--- src/i2c_port_pkg.sv ---
`default_nettype none
package i2c_port_pkg;
    localparam logic [4:0]  ADDR_FIXED_BITS   = 5'h0A;
    localparam int          ADDR_FIXED_POS    = 2;
    localparam logic [0:0]  DIR_WRITE         = 1'h1 - 1'h1;
    localparam logic [0:0]  DIR_READ          = 1'h1;
    localparam logic [7:0]  FIFO_REG_ADDR     = 8'h05;
    localparam logic [7:0]  REG_PTR_RESET     = 8'h00;
    localparam int          CLOCK_HZ          = 10_000_000;
    localparam int          SPIKE_WIDTH_NS    = 50;
    localparam int          SPIKE_CYCLES      = ((SPIKE_WIDTH_NS * (CLOCK_HZ / 1_000_000))
                                                 + 999) / 1000;
    localparam int          FIFO_WIDTH        = 8;
    localparam int          FIFO_DEPTH        = 8;

    function automatic logic [6:0] own_address(input logic [1:0] low_bits);
        own_address = {ADDR_FIXED_BITS, low_bits};
    endfunction : own_address
endpackage : i2c_port_pkg
`default_nettype wire

--- src/i2c_pin_filter.sv ---
`default_nettype none
module i2c_pin_filter
    import i2c_port_pkg::*;
#(
    parameter int STABLE_CYCLES = 1
)(
    input  wire logic i_clock,
    input  wire logic i_rst,
    input  wire logic i_pin,
    output logic      o_level
);
    // Three stage synchroniser, then a change counts once stages two and three agree.
    logic [2:0] sync_q;
    logic [2:0] sync_d;
    logic       level_q;
    logic       level_d;
    logic [3:0] count_q;
    logic [3:0] count_d;

    always_comb
    begin
        sync_d  = {sync_q[1:0], i_pin};
        level_d = level_q;
        count_d = 4'h0;
        if ((sync_q[1] == sync_q[2]) && (sync_q[2] != level_q))
        begin
            count_d = count_q + 4'h1;
            if (count_q >= 4'(STABLE_CYCLES - 1))
            begin
                level_d = sync_q[2];
                count_d = 4'h0;
            end
        end
    end

    always_ff @(posedge i_clock or posedge i_rst)
    begin
        if (i_rst)
        begin
            sync_q  <= 3'h7;
            level_q <= 1'h1;
            count_q <= 4'h0;
        end
        else
        begin
            sync_q  <= sync_d;
            level_q <= level_d;
            count_q <= count_d;
        end
    end

    assign o_level = level_q;
endmodule : i2c_pin_filter
`default_nettype wire

--- src/i2c_byte_fifo.sv ---
`default_nettype none
module i2c_byte_fifo
    import i2c_port_pkg::*;
#(
    parameter int WIDTH = 8,
    parameter int DEPTH = 8
)(
    input  wire logic             i_clock,
    input  wire logic             i_rst,
    input  wire logic             i_in_valid,
    output logic                  o_in_ready,
    input  wire logic [WIDTH-1:0] i_in_data,
    output logic                  o_out_valid,
    input  wire logic             i_out_ready,
    output logic      [WIDTH-1:0] o_out_data
);
    localparam int AW = $clog2(DEPTH);
    logic [WIDTH-1:0] mem_q [DEPTH];
    logic [AW:0]      wr_q;
    logic [AW:0]      wr_d;
    logic [AW:0]      rd_q;
    logic [AW:0]      rd_d;
    logic             push;
    logic             pop;

    assign o_in_ready  = (wr_q - rd_q) != (AW+1)'(DEPTH);
    assign o_out_valid = wr_q != rd_q;
    assign push        = i_in_valid && o_in_ready;
    assign pop         = o_out_valid && i_out_ready;
    assign o_out_data  = mem_q[rd_q[AW-1:0]];

    always_comb
    begin
        wr_d = push ? wr_q + (AW+1)'(1) : wr_q;
        rd_d = pop ? rd_q + (AW+1)'(1) : rd_q;
    end

    always_ff @(posedge i_clock or posedge i_rst)
    begin
        if (i_rst)
        begin
            wr_q <= '0;
            rd_q <= '0;
        end
        else
        begin
            wr_q <= wr_d;
            rd_q <= rd_d;
        end
    end

    always_ff @(posedge i_clock)
    begin
        if (push)
        begin
            mem_q[wr_q[AW-1:0]] <= i_in_data;
        end
    end
endmodule : i2c_byte_fifo
`default_nettype wire

--- src/i2c_slave_register_port.sv ---
`default_nettype none
module i2c_slave_register_port
    import i2c_port_pkg::*;
#(
    parameter int FIFO_W = FIFO_WIDTH,
    parameter int FIFO_D = FIFO_DEPTH
)(
    input  wire logic       i_clock,
    input  wire logic       i_rst,
    input  wire logic       i_port_select,
    input  wire logic       i_push_pull_short_link,
    input  wire logic       i_addr_from_setting,
    input  wire logic [1:0] i_addr_setting,
    input  wire logic [1:0] i_addr_pins,
    input  wire logic       i_scl,
    input  wire logic       i_sda,
    output logic            o_sda,
    output logic            o_sda_oe_n,
    output logic            o_reg_wr,
    output logic            o_reg_rd,
    output logic [7:0]      o_reg_addr,
    output logic [7:0]      o_reg_wdata,
    input  wire logic [7:0] i_reg_rdata,
    output logic            o_fifo_valid,
    input  wire logic       i_fifo_ready,
    output logic [7:0]      o_fifo_data,
    input  wire logic       i_rfifo_valid,
    output logic            o_rfifo_pop,
    input  wire logic [7:0] i_rfifo_data,
    output logic            o_busy
);
    typedef enum logic [5:0] {
        ST_IDLE  = 6'b000001,
        ST_ADDR  = 6'b000010,
        ST_RECV  = 6'b000100,
        ST_RACK  = 6'b001000,
        ST_SEND  = 6'b010000,
        ST_TACK  = 6'b100000
    } state_t;

    logic scl_f;
    logic sda_f;
    logic scl_q;
    logic sda_q;

    // Filtered line levels; the filter spans spikes when the port is selected.
    i2c_pin_filter #(.STABLE_CYCLES(SPIKE_CYCLES)) u_scl_filter (
        .i_clock (i_clock),
        .i_rst   (i_rst),
        .i_pin   (i_scl | ~i_port_select),
        .o_level (scl_f)
    );
    i2c_pin_filter #(.STABLE_CYCLES(SPIKE_CYCLES)) u_sda_filter (
        .i_clock (i_clock),
        .i_rst   (i_rst),
        .i_pin   (i_sda | ~i_port_select),
        .o_level (sda_f)
    );

    logic scl_rise;
    logic scl_fall;
    logic start_seen;
    logic stop_seen;
    assign scl_rise   = scl_f && !scl_q;
    assign scl_fall   = !scl_f && scl_q;
    assign start_seen = scl_f && scl_q && sda_q && !sda_f;
    assign stop_seen  = scl_f && scl_q && !sda_q && sda_f;

    state_t     state_q, state_d;
    logic [7:0] shift_q, shift_d;
    logic [3:0] bit_q, bit_d;
    logic [7:0] ptr_q, ptr_d;
    logic       have_ptr_q, have_ptr_d;
    logic       drive_q, drive_d;
    logic       out_q, out_d;
    logic       busy_q, busy_d;
    logic       nack_q, nack_d;
    logic       wr_q, wr_d;
    logic       rd_q, rd_d;
    logic       pop_q, pop_d;
    logic [7:0] wdata_q, wdata_d;
    logic [7:0] waddr_q, waddr_d;
    logic       to_fifo_q, to_fifo_d;
    logic [1:0] low_bits;
    logic       fifo_in_ready;
    logic [7:0] tx_byte;

    // The short link takes its upper select bit as zero when strapped by pin.
    assign low_bits = i_addr_from_setting ? i_addr_setting
                    : (i_push_pull_short_link ? {1'h0, i_addr_pins[0]} : i_addr_pins);
    assign tx_byte  = (ptr_q == FIFO_REG_ADDR) ? i_rfifo_data : i_reg_rdata;

    always_comb
    begin
        state_d    = state_q;
        shift_d    = shift_q;
        bit_d      = bit_q;
        ptr_d      = ptr_q;
        have_ptr_d = have_ptr_q;
        drive_d    = drive_q;
        out_d      = out_q;
        busy_d     = busy_q;
        nack_d     = nack_q;
        wr_d       = 1'h0;
        rd_d       = 1'h0;
        pop_d      = 1'h0;
        wdata_d    = wdata_q;
        waddr_d    = waddr_q;
        to_fifo_d  = to_fifo_q && !fifo_in_ready;
        if (!i_port_select || stop_seen)
        begin
            state_d = ST_IDLE;
            busy_d  = 1'h0;
            drive_d = 1'h0;
        end
        else if (start_seen)
        begin
            state_d = ST_ADDR;
            busy_d  = 1'h1;
            bit_d   = 4'h0;
            drive_d = 1'h0;
        end
        else
        begin
            case (state_q)
                ST_ADDR, ST_RECV:
                begin
                    if (scl_rise)
                    begin
                        shift_d = {shift_q[6:0], sda_f};
                        bit_d   = bit_q + 4'h1;
                    end
                    else if (scl_fall && bit_q == 4'h8)
                    begin
                        bit_d = 4'h0;
                        if (state_q == ST_ADDR)
                        begin
                            // General call (address zero) never matches here.
                            if (shift_q[7:1] == own_address(low_bits))
                            begin
                                drive_d = 1'h1;
                                out_d   = 1'h0;
                                state_d = ST_RACK;
                                nack_d  = shift_q[0] == DIR_READ;
                                have_ptr_d = 1'h0;
                            end
                            else
                            begin
                                state_d = ST_IDLE;
                            end
                        end
                        else
                        begin
                            state_d = ST_RACK;
                            drive_d = 1'h1;
                            out_d   = 1'h0;
                            if (!have_ptr_q)
                            begin
                                ptr_d      = shift_q;
                                have_ptr_d = 1'h1;
                            end
                            else if (ptr_q == FIFO_REG_ADDR)
                            begin
                                wdata_d   = shift_q;
                                to_fifo_d = 1'h1;
                            end
                            else
                            begin
                                wdata_d = shift_q;
                                waddr_d = ptr_q;
                                wr_d    = 1'h1;
                                ptr_d   = ptr_q + 8'h01;
                            end
                        end
                    end
                end
                ST_RACK:
                begin
                    if (scl_fall)
                    begin
                        if (nack_q)
                        begin
                            // Read frame: load first byte and drive its MSB.
                            state_d = ST_SEND;
                            shift_d = tx_byte;
                            waddr_d = ptr_q;
                            rd_d    = 1'h1;
                            pop_d   = ptr_q == FIFO_REG_ADDR;
                            ptr_d   = (ptr_q == FIFO_REG_ADDR) ? ptr_q : ptr_q + 8'h01;
                            out_d   = tx_byte[7];
                            drive_d = 1'h1;
                            bit_d   = 4'h0;
                            nack_d  = 1'h0;
                        end
                        else
                        begin
                            state_d = ST_RECV;
                            drive_d = 1'h0;
                        end
                    end
                end
                ST_SEND:
                begin
                    if (scl_rise)
                    begin
                        bit_d = bit_q + 4'h1;
                    end
                    else if (scl_fall)
                    begin
                        if (bit_q == 4'h8)
                        begin
                            state_d = ST_TACK;
                            drive_d = 1'h0;
                        end
                        else
                        begin
                            shift_d = {shift_q[6:0], 1'h0};
                            out_d   = shift_q[6];
                        end
                    end
                end
                ST_TACK:
                begin
                    if (scl_rise)
                    begin
                        nack_d = sda_f;
                    end
                    else if (scl_fall)
                    begin
                        if (nack_q)
                        begin
                            state_d = ST_IDLE;
                            drive_d = 1'h0;
                        end
                        else
                        begin
                            state_d = ST_SEND;
                            shift_d = tx_byte;
                            waddr_d = ptr_q;
                            rd_d    = 1'h1;
                            pop_d   = ptr_q == FIFO_REG_ADDR;
                            ptr_d   = (ptr_q == FIFO_REG_ADDR) ? ptr_q : ptr_q + 8'h01;
                            out_d   = tx_byte[7];
                            drive_d = 1'h1;
                            bit_d   = 4'h0;
                        end
                    end
                end
                ST_IDLE:
                begin
                    drive_d = 1'h0;
                end
                default:
                begin
                    state_d = ST_IDLE;
                    drive_d = 1'h0;
                end
            endcase
        end
    end

    always_ff @(posedge i_clock or posedge i_rst)
    begin
        if (i_rst)
        begin
            state_q    <= ST_IDLE;
            shift_q    <= 8'h00;
            bit_q      <= 4'h0;
            ptr_q      <= REG_PTR_RESET;
            have_ptr_q <= 1'h0;
            drive_q    <= 1'h0;
            out_q      <= 1'h1;
            busy_q     <= 1'h0;
            nack_q     <= 1'h0;
            wr_q       <= 1'h0;
            rd_q       <= 1'h0;
            pop_q      <= 1'h0;
            wdata_q    <= 8'h00;
            waddr_q    <= 8'h00;
            to_fifo_q  <= 1'h0;
            scl_q      <= 1'h1;
            sda_q      <= 1'h1;
        end
        else
        begin
            state_q    <= state_d;
            shift_q    <= shift_d;
            bit_q      <= bit_d;
            ptr_q      <= ptr_d;
            have_ptr_q <= have_ptr_d;
            drive_q    <= drive_d;
            out_q      <= out_d;
            busy_q     <= busy_d;
            nack_q     <= nack_d;
            wr_q       <= wr_d;
            rd_q       <= rd_d;
            pop_q      <= pop_d;
            wdata_q    <= wdata_d;
            waddr_q    <= waddr_d;
            to_fifo_q  <= to_fifo_d;
            scl_q      <= scl_f;
            sda_q      <= sda_f;
        end
    end

    // Write data bound for the FIFO location passes through a small buffer.
    i2c_byte_fifo #(.WIDTH(FIFO_W), .DEPTH(FIFO_D)) u_fifo (
        .i_clock     (i_clock),
        .i_rst       (i_rst),
        .i_in_valid  (to_fifo_q),
        .o_in_ready  (fifo_in_ready),
        .i_in_data   (wdata_q),
        .o_out_valid (o_fifo_valid),
        .i_out_ready (i_fifo_ready),
        .o_out_data  (o_fifo_data)
    );

    // The clock line has no output at all; data is released while the clock is high
    // on the short link, whatever value out_q holds.
    assign o_sda      = out_q;
    assign o_sda_oe_n = !(drive_q && (!i_push_pull_short_link || !scl_f));
    assign o_reg_wr    = wr_q;
    assign o_reg_rd    = rd_q;
    assign o_reg_addr  = waddr_q;
    assign o_reg_wdata = wdata_q;
    assign o_rfifo_pop = pop_q && i_rfifo_valid;
    assign o_busy      = busy_q;

    a_ack_release: assert property (@(posedge i_clock) disable iff (i_rst)
        (state_q == ST_TACK) |-> o_sda_oe_n)
        else $error("Data line driven during master acknowledge.");
    a_stop_idles: assert property (@(posedge i_clock) disable iff (i_rst)
        (stop_seen && i_port_select) |=> (state_q == ST_IDLE && !o_busy))
        else $error("Stop did not free the bus.");
    a_start_addr: assert property (@(posedge i_clock) disable iff (i_rst)
        (start_seen && i_port_select && !stop_seen) |=> state_q == ST_ADDR)
        else $error("Start did not enter address phase.");
    a_fifo_ptr_hold: assert property (@(posedge i_clock) disable iff (i_rst)
        (rd_q && waddr_q == FIFO_REG_ADDR) |-> ptr_q == FIFO_REG_ADDR)
        else $error("Pointer moved while reading the FIFO location.");
    a_rd_ptr_inc: assert property (@(posedge i_clock) disable iff (i_rst)
        (rd_q && waddr_q != FIFO_REG_ADDR) |-> ptr_q == waddr_q + 8'h01)
        else $error("Read pointer did not advance by one.");
    a_wr_ptr_inc: assert property (@(posedge i_clock) disable iff (i_rst)
        wr_q |-> (ptr_q == waddr_q + 8'h01 && waddr_q != FIFO_REG_ADDR))
        else $error("Write pointer did not advance by one.");
    a_short_release: assert property (@(posedge i_clock) disable iff (i_rst)
        (i_push_pull_short_link && scl_f) |-> o_sda_oe_n)
        else $error("Short link data driven while clock high.");
    a_idle_release: assert property (@(posedge i_clock) disable iff (i_rst)
        (state_q == ST_IDLE) |=> o_sda_oe_n || state_q != ST_IDLE)
        else $error("Data driven while idle.");
endmodule : i2c_slave_register_port
`default_nettype wire

--- config.mk ---
export PLATFORM = sky130hd
export DESIGN_NAME = i2c_slave_register_port
export DESIGN_NICKNAME = d
export VERILOG_FILES = /design/src/i2c_port_pkg.sv /design/src/i2c_pin_filter.sv /design/src/i2c_byte_fifo.sv /design/src/i2c_slave_register_port.sv
export SDC_FILE = /design/constraint.sdc
export NUM_CORES = 1
export LEC_CHECK = 0
export BUFFER_PORTS_ARGS = -buffer_cell sky130_fd_sc_hd__buf_2
export CAP_MARGIN = 5
export CORE_MARGIN = 2
export CORE_UTILIZATION = 32
export DETAILED_ROUTE_END_ITERATION = 8
export PLACE_DENSITY_LB_ADDON = 0.05
export SYNTH_ARGS = -nofsm -noshare
export SYNTH_HDL_FRONTEND = slang
export SYNTH_HIERARCHICAL = 1
export SYNTH_SLANG_ARGS = --single-unit
--- constraint.sdc ---
create_clock -name i_clock -period 3.4 [get_ports i_clock]
set_input_delay 0.34 -clock i_clock [delete_from_list [all_inputs] [get_ports i_clock]]
set_output_delay 0.34 -clock i_clock [all_outputs]
set_load 0.02 [all_outputs]
==> flow_summary.ini <==
[status]
status = finished clean

[detailed_routing]
firstDrtPassIters = 4
drc_errors = 0
wirelength_mm = 15.2
ant_nets = 0
vias = 4320
drt_iter0_drc = 224
wl_per_cell_um = 17.6
vias_per_cell = 5.02

[synthesis]
ys_warn_count = 6
synth-edff-count = 64
synth-async-reset-ratio = 0.519
synth_nets = 548
netlist_area_um2 = 6390
postSynthRegisterBits = 133
synth_top_area_cell = edfxtp_1
synthTopCellsByArea = edfxtp_1 30%, dfrtp_1 22%, mux4_2 5.6%
synthTopCellsByCount = 64 x edfxtp_1, 57 x dfrtp_1, 52 x nand2_1, 29 x o21ai_0, 25 x nor2_1
synth_area_per_cell_um2 = 12.5
synth_most_common_cell = edfxtp_1
synth-main-ff-cell = edfxtp_1
synth_top_cell_area_share = 0.301
syn_inst = 510
synth_cell_types = 69
yosysSeqAreaShare = 0.573

[clocking]
cts-root-buf = clkbuf_16
clock_sinks = 133
insertion_delay_ns = 0.41
clk_pin_slew_ns = 0.06
clockBufferDepth = 2
htreeDepth = 4
postCtsSetupRepairBufs = 0
numCtsBuffers = 17
cts_tree = yes

[sta]
slew-limit-headroom = 0.449
slew_viol_final = 0
rsz0062_at_grt = false
skew_ns = 0.00767
finalSetupViolCount = 0
post-route-period-util = 0.805
tns_ns = 0
period_needed_ns = 2.74
fmax_mhz = 365
finalHoldViolCount = 0
worst_pin_slew_ns = 0.825

[place]
port_buffers = 59
gp_congestion = 0.876
dp_hpwl_mm = 10.8

[global_routing]
grt_first_pass_wirelength_mm = 24.4
grt_pass1_vias = 4338
busiest_layer = met2
antenna_found_initial = 0
grt_max_degree = 36
met3_usage = 0.0361
met1_usage = 0.199
grt_overflow = 0
grtUsageTotal = 0.149
grtUsageMet2 = 0.240

[power]
pwr-share-clk = 0.449
ir_worst_vdd_mv = 0.285
p_leak_nw = 3.32
cellInternalPower_mw = 3.12
p_comb_frac = 0.124
p_seq_frac = 0.427
switching_share = 0.257
p_per_area_nw_per_um2 = 549
p_sw_mw = 1.08

[floorplan]
fp.dieW_um = 145
core_um2 = 19500
die_area_um2 = 21100
fp.dieH_um = 145
pin_count = 60
std_cell_rows = 51
initial_core_util = 0.327

[critical_path]
cp.required_ns = 3.70
cp_cell_sequence = nor4_2 > nand2_1 > a21oi_1 > or2_1 > mux2_4
end_kind = flip-flop
cp_slowest_cell = nor4_2
startpoint_type = flip-flop
critPathMaxStageDelay_ns = 0.74
arrival_ns = 3.04
worstPathMaxFanout = 11
worstSetupPathType = reg -> reg

[worst_hold_path]
hold_path_class = in -> reg

[finish]
area_growth_pct = 19.7
fin_nets = 621
finalCoreUtilization = 0.392
final_layout_size_suffix_gt1_frac = 0.284
antennaDiodeCount = 0

[run]
maxCapViolations = 0
[kinds of logic after synthesis]
| kind of cell | synth area share |
|---|---|
| compound gates | 0.0893 |
| xor+xnor | 0.0225 |
| fa+ha+maj | 0.0211 |
| buf+inv | 0.0313 |
| flops | 0.573 |
| mux | 0.125 |
| simple gates | 0.138 |
[placed cells by master, fill, tap and decap left out, types with 3 or more instances in the layout]
cell        n
and3_1      8
nand4_1     4
nor4_1      9
bufinv_16   3
o22a_1      4
a21oi_1    18
mux2_4      8
nor2_1     25
inv_1      22
o21ai_0    29
dfstp_2    12
and2_1      4
nor3b_1     5
or4_1       4
nand3_1    10
dfrtp_1    57
clkbuf_16  17
nand2b_1    7
a31oi_1     5
nor2b_1     7
mux4_2     16
buf_2      59
nor3_1      8
ha_1        9
inv_6       5
mux2i_1    15
buf_4      17
nor4b_1     8
xnor2_1     8
o211ai_1    7
o22ai_1     3
nand2_1    52
edfxtp_1   64
mux2_2     15
[state kept, by name, indices dropped and copies added, names as in the netlist, 3 cells and up]
register	count
u_scl_filter/sync_q	3
o_reg_wdata	8
u_fifo/wr_q	4
bit_q	4
u_fifo/mem_q	64
u_fifo/rd_q	4
ptr_q	8
shift_q	8
o_reg_addr	8
u_sda_filter/sync_q	3
state_q	6
[power groups by stage]
stage                     Sequential, mW  Clock [mW]  Combinational, mW
after floorplan                     1.79           0              0.405
after global placement              1.82           0              0.525
after detailed placement            1.82           0              0.533
after CTS                           1.79        1.93              0.533
after global routing                1.80        2.01              0.571
final                               1.79        1.88              0.522
[per-stage QoR]
step           std cells  total power, mW  hold slack (ns)  setup slack (ns)  area, um^2
2_1_floorplan        510             2.19            0.156            0.0283        6390
3_3_place_gp         828             2.35            0.346             0.671        7040
3_5_place_dp         828             2.36            0.349             0.686        7040
4_1_cts              861             4.26            0.111             0.661        7650
5_1_grt              861             4.38            0.119             0.397        7650
6_report             861             4.20            0.129             0.662        7650
[final timing paths]
path | startpoint | end | slack, ns | cells past startpoint
setup / recovery | state_q[5] | o_reg_addr[3] | 0.66 | 5
hold / removal | i_sda | u_sda_filter/sync_q[0] | 0.13 | 2
setup reg to reg | state_q[5] | o_reg_addr[3] | 0.66 | 5
hold reg to reg | u_sda_filter/sync_q[0] | u_sda_filter/sync_q[1] | 0.35 | 0
max in group asynchronous | i_rst | shift_q[7] | 1.95 | 4
min in group asynchronous | i_rst | u_fifo/wr_q[1] | 0.47 | 3
[routing by layer]
metal / part of all wire / up-vias
li1: - / 2052
met1: 0.47 / 2166
met2: 0.48 / 87
met3: 0.035 / 15
met4: 0.014 / 0
met5: 0 / -
[area by class of cell]
cell class	count	area, um^2
Clock inverter	14	175
Inverter	24	90.1
Clock buffer	18	429
Fill cell	1961	11900
Tap cell	265	332
Timing Repair Buffer	77	433
Multi-Input combinational cell	330	2530
Sequential cell	133	3660
[critical path: cells and delay by family (launching register included)]
kind	cells	cell delay, ns
and+or+nand+nor	3	1.53
DFF	1	0.51
muxes	1	0.34
AOI/OAI and AO/OA	1	0.24
[timing repair]
action | in CTS | in global routing
resized for setup | 0 | 0
hold endpoints to repair | 8 | 0
hold buffers | 1 | 0
setup endpoints to repair | 0 | 0
Note: power is estimated with default switching activity, not from simulation.
